File: config.mk
export PLATFORM = sky130hd
export DESIGN_NAME = mts_trigger_selector
export DESIGN_NICKNAME = d
export VERILOG_FILES = /design/src/mts_edge_detect.v /design/src/mts_trigger_selector.v
export VERILOG_INCLUDE_DIRS = /design/src /design/src/src
export SDC_FILE = /design/constraint.sdc
export NUM_CORES = 1
export LEC_CHECK = 0
export CAP_MARGIN = 20
export CORE_ASPECT_RATIO = 0.5
export CORE_MARGIN = 2
export CORE_UTILIZATION = 40
export CTS_CLUSTER_DIAMETER = 100
export CTS_CLUSTER_SIZE = 10
export DETAILED_ROUTE_END_ITERATION = 6
export DONT_BUFFER_PORTS = 1
export HOLD_SLACK_MARGIN = 0.1
export PLACE_DENSITY = 0.56
export SLEW_MARGIN = 0
export SYNTH_ARGS = -nofsm -noshare
export SYNTH_HDL_FRONTEND = slang
export SYNTH_SLANG_ARGS = --single-unit
File: constraint.sdc
create_clock -name mclk -period 4.78 [get_ports mclk]
set_input_delay 0.478 -clock mclk [delete_from_list [all_inputs] [get_ports mclk]]
set_output_delay 0.478 -clock mclk [all_outputs]
set_load 0.05 [all_outputs]
File: src/mts_map.vh
// Contract
// [RULE1] Source selects one of nine trigger origins
// [RULE2] Reset holds off; empty selection picks single-shot
// [RULE3] Configure holds off; measure turns hold/pacer into closure
// [RULE4] Held off source yields no trigger
// [RULE5] One trigger per signalled channel closure
// [RULE6] Single-shot fires once then reverts to hold
// [RULE7] Single-shot unusable with measure operation; a single-shot source write is still accepted while measure is active
// [RULE8] Internal pacer triggers throughout the scan; the measure command turns a selected pacer into closure
// [RULE9] System pulses accepted only with system source
// [RULE10] External port pulse triggers a measurement
// [RULE11] Port zero input only while output drive off
// [RULE12] Output drive off after reset
// [RULE13] Level crossing at threshold percent triggers
// [RULE14] General-purpose port input triggers
// [RULE15] Polarity picks rising or falling edge
// [RULE16] Autorange after trigger, then measure
// [RULE17] Mainframe closes first channel on scan start
// [RULE18] Scan start: auto, advance pulse, key, pacer
// [RULE19] Scan start defaults to automatic
// [RULE20] Scan sources leave trigger settings alone
// [RULE21] Programmed delay precedes first measurement
// [RULE22] No advance until buffer fully transferred
// [RULE23] Inputs synchronised, edges become one pulse
// [RULE24] Triggers during a sequence are ignored
`ifndef MTS_MAP_VH
`define MTS_MAP_VH

// Register byte offsets
`define MTS_REG_SOURCE   8'h00
`define MTS_REG_CONFIG   8'h04
`define MTS_REG_COMMAND  8'h08
`define MTS_REG_STATUS   8'h0C
`define MTS_REG_PACER    8'h10
`define MTS_REG_DELAY    8'h14

// Trigger source codes
`define MTS_SRC_HOLD     4'h0
`define MTS_SRC_CLOSURE  4'h1
`define MTS_SRC_SINGLE   4'h2
`define MTS_SRC_PACER    4'h3
`define MTS_SRC_SYSTEM   4'h4
`define MTS_SRC_EXTERNAL_PORT_ZERO     4'h5
`define MTS_SRC_EXTERNAL_PORT_ONE     4'h6
`define MTS_SRC_LEVEL    4'h7
`define MTS_SRC_GPIO     4'h8

// Field positions
`define MTS_SRC_NONE_BIT 8
`define MTS_CFG_RISE     0
`define MTS_CFG_TRIGGER_OUTPUT_DRIVE  1
`define MTS_CFG_AUTORNG  2
`define MTS_CFG_ARTIME   3
`define MTS_CMD_CONFIGURE_OPERATION     0
`define MTS_CMD_MEAS     1
`define MTS_CMD_ABORT    2
`define MTS_ST_REFUSED   5

// Reset values
`define MTS_CFG_RESET    8'h05
`define MTS_PCT_RESET    8'h32
`define MTS_PACER_RESET  16'h0100
`define MTS_DELAY_RESET  16'h0010

`endif

File: src/mts_edge_detect.v
`timescale 1ns/1ps
// Qualified edge detector, optionally synchronising an off-domain input
module mts_edge_detect #(
  parameter SYNC = 1
) (
  // Clock and reset
  input  wire mclk,
  input  wire rst,
  // Input and polarity
  input  wire din,
  input  wire rise_sel,
  // One-cycle pulse on qualified edge
  output reg  edge_q
);

  reg meta_q;   // First stage, read only by sync_q
  reg sync_q;   // Second stage or direct copy
  reg prev_q;   // Previous level for edge compare
  wire cur;

  // Two flops for a pin, a single register for on-clock logic
  generate
    if (SYNC != 0) begin : g_sync
      always @(posedge mclk or posedge rst) begin
        if (rst) begin
          meta_q <= 1'b0;
          sync_q <= 1'b0;
        end else begin
          meta_q <= din;     // [RULE23]
          sync_q <= meta_q;
        end
      end
    end else begin : g_direct
      always @(posedge mclk or posedge rst) begin
        if (rst) begin
          meta_q <= 1'b0;
          sync_q <= 1'b0;
        end else begin
          meta_q <= 1'b0;
          sync_q <= din;
        end
      end
    end
  endgenerate

  assign cur = sync_q;

  // Edge compare; polarity chosen by software
  always @(posedge mclk or posedge rst) begin
    if (rst) begin
      prev_q <= 1'b0;
      edge_q <= 1'b0;
    end else begin
      prev_q <= cur;
      edge_q <= rise_sel ? (cur & ~prev_q) : (~cur & prev_q);   // [RULE15] [RULE23]
    end
  end

endmodule

File: src/mts_trigger_selector.v
`timescale 1ns/1ps
`include "mts_map.vh"
// Measurement trigger selector with Avalon-MM register slave
module mts_trigger_selector #(
  parameter PCT_W = 8
) (
  // Clock and reset
  input  wire             mclk,
  input  wire             rst,
  // Avalon-MM slave
  input  wire [7:0]       avs_address,
  input  wire             avs_read,
  input  wire             avs_write,
  input  wire [31:0]      avs_writedata,
  output reg  [31:0]      avs_readdata,
  output reg              avs_waitrequest,
  // Events on this clock
  input  wire             chan_closed,
  input  wire             sys_pulse,
  input  wire [PCT_W-1:0] level_pct,
  // Asynchronous trigger pins
  input  wire             external_port_zero_in,
  input  wire             external_port_one_in,
  input  wire             gpio_in,
  // External port zero drive
  output reg              external_port_zero_out,
  output reg              external_port_zero_oe,
  // Measurement engine
  output reg              range_start,
  input  wire             range_done,
  output reg              meas_start,
  input  wire             meas_done,
  input  wire             buf_empty,
  output reg              seq_busy,
  output reg              advance_ok,
  output reg              measure_active
);

  // Sequence states
  localparam ST_IDLE  = 3'h0;
  localparam ST_DELAY = 3'h1;
  localparam ST_RANGE = 3'h2;
  localparam ST_MEAS  = 3'h3;
  localparam ST_DRAIN = 3'h4;

  // Software-visible state
  reg [3:0]        source_q;     // Selected trigger origin
  reg [7:0]        cfg_q;        // Polarity, drive, autorange bits
  reg [PCT_W-1:0]  pct_q;        // Threshold percent of full scale
  reg [15:0]       pacer_q;      // Pacer period in cycles
  reg [15:0]       delay_q;      // Trigger delay in cycles
  reg              refused_q;    // Sticky refused selection flag
  reg              single_q;     // Pending single-shot trigger
  // Sequence state
  reg [2:0]        state_q;
  reg [15:0]       cnt_q;        // Delay counter
  reg [15:0]       pacer_cnt_q;  // Pacer countdown
  reg              pacer_tick_q; // One-cycle pacer pulse
  reg [31:0]       rdata_d;
  // Bus decode
  wire             req;
  wire             wr_go;
  wire             hit;
  wire             rise;
  wire             external_port_zero_edge;
  wire             external_port_one_edge;
  wire             gpio_edge;
  wire             level_edge;
  wire             above;
  reg              trig_raw;
  wire             src_wr;
  wire             cmd_wr;
  wire [3:0]       new_src;
  wire             refuse;

  assign req    = avs_read | avs_write;
  assign wr_go  = avs_write & ~avs_waitrequest;
  assign src_wr = wr_go & (avs_address == `MTS_REG_SOURCE);
  assign cmd_wr = wr_go & (avs_address == `MTS_REG_COMMAND);
  assign rise   = cfg_q[`MTS_CFG_RISE];
  assign above  = (level_pct >= pct_q);
  assign hit    = (avs_address == `MTS_REG_SOURCE) | (avs_address == `MTS_REG_CONFIG) |
                  (avs_address == `MTS_REG_COMMAND) | (avs_address == `MTS_REG_STATUS) |
                  (avs_address == `MTS_REG_PACER) | (avs_address == `MTS_REG_DELAY);

  // A source write without a source means single-shot
  assign new_src = avs_writedata[`MTS_SRC_NONE_BIT] ? `MTS_SRC_SINGLE : avs_writedata[3:0];   // [RULE2]
  // Port zero cannot be chosen while it drives out; codes above eight are refused too
  assign refuse  = ((new_src == `MTS_SRC_EXTERNAL_PORT_ZERO) & cfg_q[`MTS_CFG_TRIGGER_OUTPUT_DRIVE]) |
                   (new_src > `MTS_SRC_GPIO);   // [RULE11]

  // Edge qualifiers for the pins, synchronised first
  mts_edge_detect #(.SYNC(1)) u_external_port_zero (
    .mclk     (mclk),
    .rst      (rst),
    .din      (external_port_zero_in),
    .rise_sel (rise),
    .edge_q   (external_port_zero_edge)
  );
  mts_edge_detect #(.SYNC(1)) u_external_port_one (
    .mclk     (mclk),
    .rst      (rst),
    .din      (external_port_one_in),
    .rise_sel (rise),
    .edge_q   (external_port_one_edge)
  );
  mts_edge_detect #(.SYNC(1)) u_gpio (
    .mclk     (mclk),
    .rst      (rst),
    .din      (gpio_in),
    .rise_sel (rise),
    .edge_q   (gpio_edge)
  );
  // Level compare is on-clock, so no synchroniser
  mts_edge_detect #(.SYNC(0)) u_level (
    .mclk     (mclk),
    .rst      (rst),
    .din      (above),
    .rise_sel (rise),
    .edge_q   (level_edge)   // [RULE13]
  );

  // Source multiplexer
  always @* begin
    case (source_q)
      `MTS_SRC_HOLD:    trig_raw = 1'b0;            // [RULE4]
      `MTS_SRC_CLOSURE: trig_raw = chan_closed;     // [RULE5]
      `MTS_SRC_SINGLE:  trig_raw = single_q;        // [RULE6]
      `MTS_SRC_PACER:   trig_raw = pacer_tick_q;    // [RULE8]
      `MTS_SRC_SYSTEM:  trig_raw = sys_pulse;       // [RULE9]
      `MTS_SRC_EXTERNAL_PORT_ZERO:    trig_raw = external_port_zero_edge & ~cfg_q[`MTS_CFG_TRIGGER_OUTPUT_DRIVE];   // [RULE10] [RULE11]
      `MTS_SRC_EXTERNAL_PORT_ONE:    trig_raw = external_port_one_edge;       // [RULE10]
      `MTS_SRC_LEVEL:   trig_raw = level_edge;      // [RULE13]
      `MTS_SRC_GPIO:    trig_raw = gpio_edge;       // [RULE14]
      default:          trig_raw = 1'b0;
    endcase
  end

  // Bus handshake: one wait cycle, then a single-cycle answer
  always @(posedge mclk or posedge rst) begin
    if (rst) begin
      avs_waitrequest <= 1'b1;
      avs_readdata    <= 32'h00000000;
    end else begin
      if (req & avs_waitrequest) begin
        avs_waitrequest <= 1'b0;
        avs_readdata    <= rdata_d;
      end else begin
        avs_waitrequest <= 1'b1;
      end
    end
  end

  // Read mux; unmapped offsets read zero
  always @* begin
    rdata_d = 32'h00000000;
    if (hit) begin
      case (avs_address)
        `MTS_REG_SOURCE:  rdata_d = {28'h0000000, source_q};
        `MTS_REG_CONFIG:  rdata_d = {16'h0000, pct_q, cfg_q};
        `MTS_REG_STATUS:  rdata_d = {24'h000000, measure_active, advance_ok, refused_q,
                                     seq_busy, source_q};
        `MTS_REG_PACER:   rdata_d = {16'h0000, pacer_q};
        `MTS_REG_DELAY:   rdata_d = {16'h0000, delay_q};
        default:          rdata_d = 32'h00000000;
      endcase
    end
  end

  // Configuration registers and source selection
  always @(posedge mclk or posedge rst) begin
    if (rst) begin
      source_q       <= `MTS_SRC_HOLD;     // [RULE2]
      cfg_q          <= `MTS_CFG_RESET;    // [RULE12] [RULE16]
      pct_q          <= `MTS_PCT_RESET;
      pacer_q        <= `MTS_PACER_RESET;
      delay_q        <= `MTS_DELAY_RESET;
      refused_q      <= 1'b0;
      single_q       <= 1'b0;
      measure_active <= 1'b0;
    end else begin
      single_q <= 1'b0;
      // Single-shot fires once, then the selection falls back to hold
      if (source_q == `MTS_SRC_SINGLE) begin
        source_q <= `MTS_SRC_HOLD;   // [RULE6]
      end
      if (src_wr) begin
        if (!refuse) begin
          source_q <= new_src;   // [RULE1]
          single_q <= (new_src == `MTS_SRC_SINGLE);   // [RULE6]
        end
      end
      // Refused flag: a new refusal wins over a clear in the same cycle
      if (src_wr & refuse) begin
        refused_q <= 1'b1;   // [RULE11]
      end else if (wr_go & (avs_address == `MTS_REG_STATUS) & avs_writedata[`MTS_ST_REFUSED]) begin
        refused_q <= 1'b0;
      end
      if (wr_go & (avs_address == `MTS_REG_CONFIG)) begin
        cfg_q <= avs_writedata[7:0];
        pct_q <= avs_writedata[8+PCT_W-1:8];
      end
      if (wr_go & (avs_address == `MTS_REG_PACER)) begin
        pacer_q <= avs_writedata[15:0];
      end
      if (wr_go & (avs_address == `MTS_REG_DELAY)) begin
        delay_q <= avs_writedata[15:0];
      end
      // Configure holds triggering off and ends any measure operation
      if (cmd_wr & avs_writedata[`MTS_CMD_CONFIGURE_OPERATION]) begin
        source_q       <= `MTS_SRC_HOLD;   // [RULE3]
        single_q       <= 1'b0;
        measure_active <= 1'b0;
      end else if (cmd_wr & avs_writedata[`MTS_CMD_MEAS]) begin
        // Hold (also a spent single-shot) and pacer become closure
        measure_active <= 1'b1;   // [RULE17]
        if ((source_q == `MTS_SRC_HOLD) | (source_q == `MTS_SRC_PACER) |
            (source_q == `MTS_SRC_SINGLE)) begin
          source_q <= `MTS_SRC_CLOSURE;   // [RULE3] [RULE7]
          single_q <= 1'b0;               // [RULE7]
        end
      end else if (cmd_wr & avs_writedata[`MTS_CMD_ABORT]) begin
        measure_active <= 1'b0;
      end
    end
  end

  // Internal pacer; free-runs while selected
  always @(posedge mclk or posedge rst) begin
    if (rst) begin
      pacer_cnt_q  <= 16'h0000;
      pacer_tick_q <= 1'b0;
    end else begin
      pacer_tick_q <= 1'b0;
      if (source_q != `MTS_SRC_PACER) begin
        pacer_cnt_q <= pacer_q;
      end else if (pacer_cnt_q == 16'h0000) begin
        pacer_cnt_q  <= pacer_q;
        pacer_tick_q <= 1'b1;   // [RULE8]
      end else begin
        pacer_cnt_q <= pacer_cnt_q - 16'h0001;
      end
    end
  end

  // Measurement sequence: delay, optional autorange, measure, drain
  always @(posedge mclk or posedge rst) begin
    if (rst) begin
      state_q     <= ST_IDLE;
      cnt_q       <= 16'h0000;
      range_start <= 1'b0;
      meas_start  <= 1'b0;
      seq_busy    <= 1'b0;
      advance_ok  <= 1'b1;
      external_port_zero_out    <= 1'b0;
      external_port_zero_oe     <= 1'b0;
    end else begin
      range_start <= 1'b0;
      meas_start  <= 1'b0;
      external_port_zero_out    <= 1'b0;
      // Port zero drives only while output drive is on
      external_port_zero_oe     <= cfg_q[`MTS_CFG_TRIGGER_OUTPUT_DRIVE];   // [RULE11] [RULE12]
      case (state_q)
        ST_IDLE: begin
          seq_busy   <= 1'b0;
          advance_ok <= buf_empty;
          if (trig_raw) begin
            state_q    <= ST_DELAY;
            cnt_q      <= delay_q;   // [RULE21]
            seq_busy   <= 1'b1;
            advance_ok <= 1'b0;
            external_port_zero_out   <= cfg_q[`MTS_CFG_TRIGGER_OUTPUT_DRIVE];
          end
        end
        // Later triggers are dropped, not queued
        ST_DELAY: begin
          if (cnt_q == 16'h0000) begin
            if (cfg_q[`MTS_CFG_AUTORNG] & ~cfg_q[`MTS_CFG_ARTIME]) begin
              state_q     <= ST_RANGE;
              range_start <= 1'b1;   // [RULE16]
            end else begin
              state_q    <= ST_MEAS;
              meas_start <= 1'b1;
            end
          end else begin
            cnt_q <= cnt_q - 16'h0001;   // [RULE21] [RULE24]
          end
        end
        ST_RANGE: begin
          if (range_done) begin
            state_q    <= ST_MEAS;
            meas_start <= 1'b1;   // [RULE16]
          end
        end
        ST_MEAS: begin
          if (meas_done) begin
            state_q <= ST_DRAIN;
          end
        end
        // Hold off advance until every reading has left the buffer
        ST_DRAIN: begin
          if (buf_empty) begin
            state_q    <= ST_IDLE;
            seq_busy   <= 1'b0;
            advance_ok <= 1'b1;   // [RULE22]
          end
        end
        default: begin
          state_q <= ST_IDLE;
        end
      endcase
      // Abort and configure end the sequence at once
      if (cmd_wr & (avs_writedata[`MTS_CMD_CONFIGURE_OPERATION] | avs_writedata[`MTS_CMD_ABORT])) begin
        state_q  <= ST_IDLE;
        seq_busy <= 1'b0;
      end
    end
  end

endmodule

==> impl_metrics.json, run 1 <==
{
  "cap_violations": 0,
  "grt_pass1_wl_mm": 27.19,
  "drt_iter0_drc": 412,
  "total_power_mw": 3.079,
  "finalCritPeriodShare_pct": 64.37,
  "ys_types": 71,
  "avgRoutedWirePerCell_um": 19.74,
  "relSlewSlack_pct": 33.47,
  "setup_violations": 0,
  "yosysWarnings": 0,
  "viasPerCell": 5.642,
  "area.growth.synth_to_final_pct": 11.20,
  "cts_tree": "done",
  "die_w_um": 184.8,
  "final_common_cell": "dfrtp_1",
  "vias": 4886,
  "rsz0062_at_grt": "false",
  "synth_edf_count": 0,
  "rows": 32,
  "die_h_um": 94.39,
  "grt_pass1_vias": 4791,
  "clock_sinks": 129,
  "drive_above_1_share_pct": 17.83,
  "postCtsSetupBuffers": 0,
  "synthArstFlopShare_pct": 100.0,
  "power_leakage_nw": 3.162,
  "end_kind": "flop",
  "drc": 0,
  "portBuffers": 0,
  "final_cell_mix": "120 x dfrtp_1, 67 x nor2_1, 47 x mux2_2",
  "clockBufferDepth": 2,
  "avgSynthCellArea_um2": 10.31,
  "initial_utilization_pct": 41.65,
  "antenna_found_initial": 1,
  "synth_flop_cell": "dfrtp_1",
  "path_clk_slew_ps": 60,
  "seq_area_frac_synth_pct": 49.56,
  "fin_hold_ws_ps": 86.72,
  "clockRootBuffer": "clkbuf_16",
  "fmax_mhz": 325.0,
  "ir_drop_mv": 0.2393,
  "syn-cell-area_um2": 6536,
  "grt_overflow": 0,
  "critPathKind": "flop to flop",
  "critical_path.max_fanout": 19,
  "clk_latency_ps": 420,
  "dieArea_um2": 17440,
  "critPathRequiredTime_ps": 5080,
  "layout.nets": 704,
  "core-area_um2": 15700,
  "skew_ps": 11.90,
  "slew_viol_final": 0,
  "worst_pin_slew_ps": 994.3,
  "dp_hpwl_mm": 12.01,
  "arrival_ps": 3380,
  "insertedDiodeCount": 0,
  "first_pass_iters": 5,
  "synth-seq-cells": 129,
  "detail-route-antenna-nets": 0,
  "grt_max_degree": 93,
  "status": "completed",
  "place_congestion": 0.8315,
  "track_usage_pct": 20.75,
  "cts_buffers": 17,
  "hold_class": "input port to async pin",
  "tns_ps": 0,
  "p_per_area_nw_per_um2": 423.7,
  "htree_levels": 4,
  "io_pins": 100,
  "hold_viol_final": 0,
  "min_period_ps": 3077,
  "start_kind": "flop",
  "synth_cells": 634,
  "wl_mm": 17.09
}
==> power breakdown <==
part	leakage [nW]	switching, mW	internal [mW]	total [mW]
registers	1.69	0.142	1.19	1.34
clock network	0.248	0.533	0.682	1.22
logic	1.22	0.316	0.213	0.528
==> synth_stat cells, types with 10 or more instances <==
| master | count | area [um^2] |
|---|---|---|
| dfrtp_1 | 120 | 3003 |
| nor2_1 | 67 | 251.5 |
| mux2_2 | 47 | 529.3 |
| a21oi_1 | 42 | 210.2 |
| nand2_1 | 42 | 157.7 |
| o21ai_0 | 29 | 145.1 |
| clkbuf_1 | 22 | 82.58 |
| inv_1 | 22 | 82.58 |
| nor3_1 | 19 | 95.09 |
| a22oi_1 | 17 | 127.6 |
| buf_4 | 16 | 120.1 |
| ha_1 | 12 | 150.1 |
| nand3_1 | 10 | 50.05 |
==> sequential cells by signal, indices dropped and copies added (netlist names), 3 cells and up <==
register	cells
pacer_cnt_q	16
delay_q	16
cfg_q	8
pacer_q	16
state_q	3
source_q	4
pct_q	8
cnt_q	16
avs_readdata	16
==> what timing repair did <==
action,in CTS,in global routing
hold endpoints to repair,3,0
endpoints found under the setup margin,0,0
hold buffers,3,0
resized for setup,0,0
==> layer usage <==
| metal | GRT usage (%) | part of all wire [%] |
|---|---|---|
| met1 | 30.52 | 49 |
| met4 | 5.291 | 0.98 |
| met2 | 31.43 | 45 |
| met5 | 0 | 0 |
| met3 | 4.165 | 5.0 |
==> area by class of cell <==
| class | count | area (um^2) |
|---|---|---|
| sequential | 129 | 3239 |
| tap | 221 | 276.5 |
| clock inverter | 14 | 106.4 |
| multi-input combinational | 451 | 3022 |
| timing repair buffer | 11 | 97.59 |
| inverter | 22 | 87.58 |
| fill | 1519 | 8427 |
| clock buffer | 18 | 439.2 |
==> through the flow <==
step | worst slack [ps] | cells | util (%) | cell area (um^2)
final | 1703 | 866 | 46.31 | 7268
after global routing | 1514 | 866 | 46.31 | 7268
after CTS | 1746 | 864 | 46.21 | 7253
after detailed placement | 1773 | 829 | 42.55 | 6678
after global placement | 1773 | 828 | 42.45 | 6663
after floorplan | 875.9 | 649 | - | 6593
==> cells by family (layout without fill, tap and decap cells) <==
family / after synthesis / after routing / share of synthesized area, %
simple gates: 204 / 204 / 16.56
compound gates: 152 / 152 / 15.52
flops: 129 / 129 / 49.56
buf+inv: 69 / 65 / 5.111
mux: 53 / 53 / 9.016
xor+xnor: 14 / 14 / 1.876
fa+ha+maj: 12 / 12 / 2.297
other cells: 1 / 16 / 0.05737
==> final timing paths <==
path / from / to / slack, ps / depth (start not counted)
min in group mclk: avs_writedata[0] / source_q[0]$_DFF_PP0_ / 170 / 1
max: state_q[0]$_DFFE_PP0P_ / cnt_q[6]$_DFFE_PP0P_ / 1700 / 5
max reg2reg: state_q[0]$_DFFE_PP0P_ / cnt_q[6]$_DFFE_PP0P_ / 1700 / 5
min: rst / u_level.cur$_DFF_PP0_ / 90 / 1
min reg2reg: u_gpio.meta_q$_DFF_PP0_ / u_gpio.cur$_DFF_PP0_ / 350 / 0
max in group asynchronous: rst / delay_q[4]$_DFFE_PP1P_ / 3610 / 2
==> worst max-delay path: stages, from the launching register on <==
cell     delay [ps]
dfrtp_1         760
inv_1           440
nor2_1          870
o21ai_4         130
o41a_1          410
a221o_1         350
No activity file was read; power rests on OpenSTA's default activity.
==> inputs of run 2 (changes only) <==
--- a/config.mk
+++ b/config.mk
@@ -6,6 +6,7 @@
 export SDC_FILE = /design/constraint.sdc
 export NUM_CORES = 1
 export LEC_CHECK = 0
+export ABC_AREA = 1
 export CAP_MARGIN = 20
 export CORE_ASPECT_RATIO = 0.5
 export CORE_MARGIN = 2
==> constraint.sdc (replaced) <==
create_clock -name mclk -period 2.87 [get_ports mclk]
set_input_delay 0.287 -clock mclk [delete_from_list [all_inputs] [get_ports mclk]]
set_output_delay 0.287 -clock mclk [all_outputs]
set_load 0.05 [all_outputs]
==> impl_metrics.json, run 2 <==
{
  "status": "completed",
  "ys_types": 41,
  "synth_cells": 898,
  "holdPathStages": 2,
  "worst_pin_slew_ps": 609.1,
  "fmax_mhz": 420.5,
  "skew_ps": 6.193,
  "placedCellCount": 1110,
  "critPathKind": "flop to flop",
  "clock_sinks": 129,
  "first_pass_iters": 5,
  "total_power_mw": 6.307,
  "ir_drop_mv": 0.3979,
  "detail-route-antenna-nets": 0,
  "postCtsSetupBuffers": 0,
  "synth_flop_cell": "dfrtp_1",
  "arrival_ps": 2730,
  "track_usage_pct": 20.00,
  "ctsHoldBuffers": 16,
  "dieArea_um2": 18410,
  "seq_area_frac_synth_pct": 46.87,
  "finalNonFillerCells": 1157,
  "core-area_um2": 16640,
  "avgSynthCellArea_um2": 7.697,
  "max_stage_delay_ps": 700,
  "portBuffers": 0,
  "min_period_ps": 2378,
  "dp_hpwl_mm": 12.70,
  "synth_area_leaders": "dfrtp_1 43%, nand2_1 17%, nand3_1 5.7%, inv_1 4.8%, nor2_1 4.4%",
  "syn-cell-area_um2": 6912,
  "pre_cts_slack_ps": 628.1,
  "clockBufferDepth": 2,
  "avgRoutedWirePerCell_um": 15.05,
  "cap_violations": 0,
  "synthArstFlopShare_pct": 100.0,
  "critPathRequiredTime_ps": 3220,
  "cts_tree": "done",
  "viasPerCell": 4.875,
  "synth_top_area_share_pct": 43.45,
  "slew_viol_final": 0,
  "crit_chain": "inv_1, nand2_1, nor2_1, o211ai_1, nand3_1, o21ai_0, dlygate4sd3_1",
  "place_congestion": 0.8854,
  "final_common_cell": "nand2_1",
  "yosysWarnings": 0,
  "power_leakage_nw": 4.079,
  "whs_endpoint": "cfg_q[1]$_DFFE_PP0P_",
  "relSlewSlack_pct": 59.39,
  "grt_max_degree": 60,
  "met1_usage_pct": 31.52,
  "critical-path-top-delay-family": "flip-flops",
  "wl_mm": 17.42,
  "synth-seq-cells": 129,
  "ff2ff_setup_slack_ps": 490,
  "met2_usage_pct": 27.54,
  "drive_above_1_share_pct": 9.355,
  "rsz0062_at_grt": "false",
  "grt_pass1_vias": 5358,
  "min_from": "avs_writedata[1]",
  "rows": 33,
  "stdcell_area_um2": 7853,
  "die_w_um": 189.9,
  "place_area_um2": 7057,
  "drc": 0,
  "antenna_found_initial": 0,
  "cts_buffers": 17,
  "synthTopCellsByCount": "314 x nand2_1, 120 x dfrtp_1, 88 x inv_1, 81 x nor2_1, 79 x nand3_1",
  "critPathSlowestCell": "dfstp_2",
  "grt.busiest_layer": "met1",
  "die_h_um": 96.95,
  "yosys.area.top_type": "dfrtp_1",
  "synth_edf_count": 0,
  "htree_levels": 4,
  "critPathBufInv": 2,
  "finalCritPeriodShare_pct": 82.85,
  "layout.nets": 990,
  "start_kind": "flop",
  "tns_ps": 0,
  "drt_iter0_drc": 580,
  "utilization_pct": 47.19,
  "p_per_area_nw_per_um2": 803.1,
  "fin_hold_ws_ps": 114.7,
  "path_clk_slew_ps": 60,
  "insertedDiodeCount": 0,
  "critical_path.max_fanout": 5,
  "grt.met3_usage_pct": 4.608,
  "clk_latency_ps": 410,
  "hold_class": "input port to flop",
  "end_kind": "flop",
  "grt_overflow": 0,
  "r2r_end": "measure_active$_DFFE_PP0P_",
  "vias": 5640,
  "yosysMostFrequentCell": "nand2_1",
  "reg2reg_depth": 7,
  "initial_utilization_pct": 41.54,
  "setup_violations": 0,
  "area.growth.synth_to_final_pct": 13.61,
  "clockRootBuffer": "clkbuf_16",
  "ctsResizeCount": 0,
  "final_cell_mix": "314 x nand2_1, 120 x dfrtp_1, 87 x inv_1",
  "fin_ws_ps": 492.1,
  "grt_pass1_wl_mm": 28.71,
  "hold_viol_final": 0,
  "rr_startpoint": "avs_waitrequest$_DFF_PP1_",
  "io_pins": 100
}
run 2: cell count changes after synthesis, sizes merged, moves of 27 or more:
cell   change
nand2    +277
nand3     +70
inv       +68
mux2      -47
o21ai     +43
a21oi     -27
run 2: cell families after synthesis:
family	after synthesis	share of synthesized area, %
AO/OA/AOI/OAI	99	8.400
XOR/XNOR	16	2.027
adder cells (fa/ha/maj)	12	2.172
buffers and inverters	131	9.142
flip-flops	129	46.87
multiplexers	2	0.2897
other	1	0.05426
AND/OR/NAND/NOR	508	31.05
run 2: how the worst max path moves through the flow:
stage	slack, ps	end	from	depth (start not counted)
final	490	measure_active$_DFFE_PP0P_	avs_waitrequest$_DFF_PP1_	7
after global routing	310	measure_active$_DFFE_PP0P_	avs_waitrequest$_DFF_PP1_	7
after CTS	500	measure_active$_DFFE_PP0P_	avs_waitrequest$_DFF_PP1_	7
after detailed placement	630	delay_q[8]$_DFFE_PP0P_	avs_address[0]	8
after global placement	630	delay_q[5]$_DFFE_PP0P_	avs_address[0]	8
after floorplan	1000	avs_readdata[0]$_DFFE_PP0P_	rst	1
run 2: layout make-up:
type | instances | area (um^2)
clock buffers | 19 | 452.9
fillers | 1623 | 8787
inverters | 90 | 341.6
multi-input cells | 653 | 3097
repair buffers | 27 | 255.2
flip-flops and latches | 129 | 3239
well taps | 227 | 284.0
clock inverters | 12 | 182.7
run 2: power breakdown:
group	total [mW]	switching, mW	internal, mW
Combinational	1.75	1.16	0.588
Clock	2.34	0.841	1.50
Sequential	2.22	0.229	1.99
run 2: metal layers:
layer / routed length [um] / part of all wire, % / vias up
met5: 0 / 0 / -
met1: 9233 / 53 / 2641
met4: 122 / 0.70 / 0
li1: - / - / 2866
met2: 7202 / 41 / 124
met3: 857 / 4.9 / 9
==> inputs of run 3 (changes only) <==
==> constraint.sdc (replaced) <==
create_clock -name mclk -period 2.5 [get_ports mclk]
set_input_delay 0.25 -clock mclk [delete_from_list [all_inputs] [get_ports mclk]]
set_output_delay 0.25 -clock mclk [all_outputs]
set_load 0.05 [all_outputs]
==> impl_metrics.json, run 3 (synthesis results as in run 2) <==
{
  "status": "completed",
  "critPathKind": "flop to flop",
  "core-area_um2": 16640,
  "slew_viol_final": 0,
  "clockRootBuffer": "clkbuf_16",
  "initial_utilization_pct": 41.54,
  "grt_max_degree": 130,
  "htree_levels": 4,
  "fin_ws_ps": 341.3,
  "pre_cts_slack_ps": 382.2,
  "cts_tree": "done",
  "min_period_ps": 2159,
  "place_congestion": 0.8726,
  "relSlewSlack_pct": 52.39,
  "rows": 33,
  "track_usage_pct": 19.54,
  "start_kind": "flop",
  "die_w_um": 189.9,
  "tns_ps": 0,
  "hold_class": "input port to flop",
  "dieArea_um2": 18410,
  "clockBufferDepth": 2,
  "setup_violations": 0,
  "area.growth.synth_to_final_pct": 13.40,
  "worst_pin_slew_ps": 714.2,
  "first_pass_iters": 5,
  "critPathRequiredTime_ps": 2850,
  "critical_path.max_fanout": 5,
  "power_leakage_nw": 4.063,
  "ctsResizeCount": 0,
  "grt_overflow": 0,
  "path_clk_slew_ps": 60,
  "hold_viol_final": 0,
  "insertedDiodeCount": 0,
  "fmax_mhz": 463.2,
  "finalCritPeriodShare_pct": 86.35,
  "cts_buffers": 17,
  "drc": 0,
  "rsz0062_at_grt": "false",
  "layout.nets": 994,
  "ir_drop_mv": 0.5211,
  "final_cell_mix": "314 x nand2_1, 120 x dfrtp_1, 87 x inv_1",
  "end_kind": "flop",
  "dp_hpwl_mm": 12.31,
  "clock_sinks": 129,
  "viasPerCell": 4.880,
  "arrival_ps": 2510,
  "final_common_cell": "nand2_1",
  "drive_above_1_share_pct": 9.198,
  "portBuffers": 0,
  "wl_mm": 17.08,
  "skew_ps": 7.817,
  "cap_violations": 0,
  "p_per_area_nw_per_um2": 895.5,
  "avgRoutedWirePerCell_um": 14.70,
  "detail-route-antenna-nets": 0,
  "io_pins": 100,
  "drt_iter0_drc": 325,
  "antenna_found_initial": 0,
  "grt_pass1_vias": 5252,
  "grt_pass1_wl_mm": 27.98,
  "clk_latency_ps": 420,
  "die_h_um": 96.95,
  "vias": 5670
}
[run 3: changes by cell type in the layout (fill, tap and decap cells not counted)]
cell           before  now
bufinv_16           4    2
clkbuf_1            0    2
clkbuf_8            2    1
inv_6               1    2
dlygate4sd3_1      16   20
clkinvlp_4          4    6
clkinv_2            1    2
clkinv_4            3    1
[run 3: through the flow]
step	std cells	cell area, um^2	hold slack (ps)	power (mW)	util (%)
floorplan	913	6972	281.4	4.209	-
global placement	1109	7049	281.5	4.545	42.36
detailed placement	1109	7049	281.5	4.568	42.36
CTS	1161	7830	103.2	7.083	47.06
global route	1162	7838	121.5	7.538	47.10
finish	1162	7838	115.9	7.019	47.10
[run 3: where the power goes]
part	switching (mW)	leakage (nW)	internal (mW)	total (mW)
clock network	0.959	0.269	1.50	2.46
registers	0.257	1.70	2.29	2.54
logic	1.33	2.09	0.687	2.02
[run 3: final cells by class]
cell class | instances | area [um^2]
sequential | 129 | 3239
inverter | 90 | 341.6
clock inverter | 12 | 133.9
fill | 1610 | 8802
tap | 227 | 284.0
timing repair buffer | 31 | 295.3
clock buffer | 20 | 446.7
multi-input combinational | 653 | 3097
[run 3: worst paths after layout]
check / start / end / slack, ps / cells past startpoint
max in group asynchronous: rst / avs_readdata[5]$_DFFE_PP0P_ / 1450 / 3
worst min register to register: u_gpio.meta_q$_DFF_PP0_ / u_gpio.cur$_DFF_PP0_ / 350 / 0
min in group asynchronous: rst / pacer_cnt_q[11]$_DFF_PP0_ / 500 / 3
worst max register to register: avs_waitrequest$_DFF_PP1_ / measure_active$_DFFE_PP0P_ / 340 / 7
worst min-delay path: avs_read / avs_waitrequest$_DFF_PP1_ / 120 / 2
worst max-delay path: avs_waitrequest$_DFF_PP1_ / measure_active$_DFFE_PP0P_ / 340 / 7
[run 3: layer usage]
metal,global-route usage [%],routed length [um],share of wire [%],up-vias
met2,27.20,7045,41,145
li1,-,-,-,2864
met5,0,0,0,-
met4,5.009,169,0.99,0
met1,30.30,9011,53,2645
met3,4.209,850,5.0,16
[run 3: what timing repair did]
item,CTS,global route
hold buffers,20,0
endpoints found under the hold margin,162,0
endpoints found under the setup margin,0,1
setup buffers,0,1
[run 3: critical path, cell delays in order, from the launching register on]
cell,delay [ps]
dfstp_2,700
inv_1,70
nand2_1,270
nor2_1,160
o211ai_1,150
nand3_1,100
o21ai_0,90
dlygate4sd3_1,560
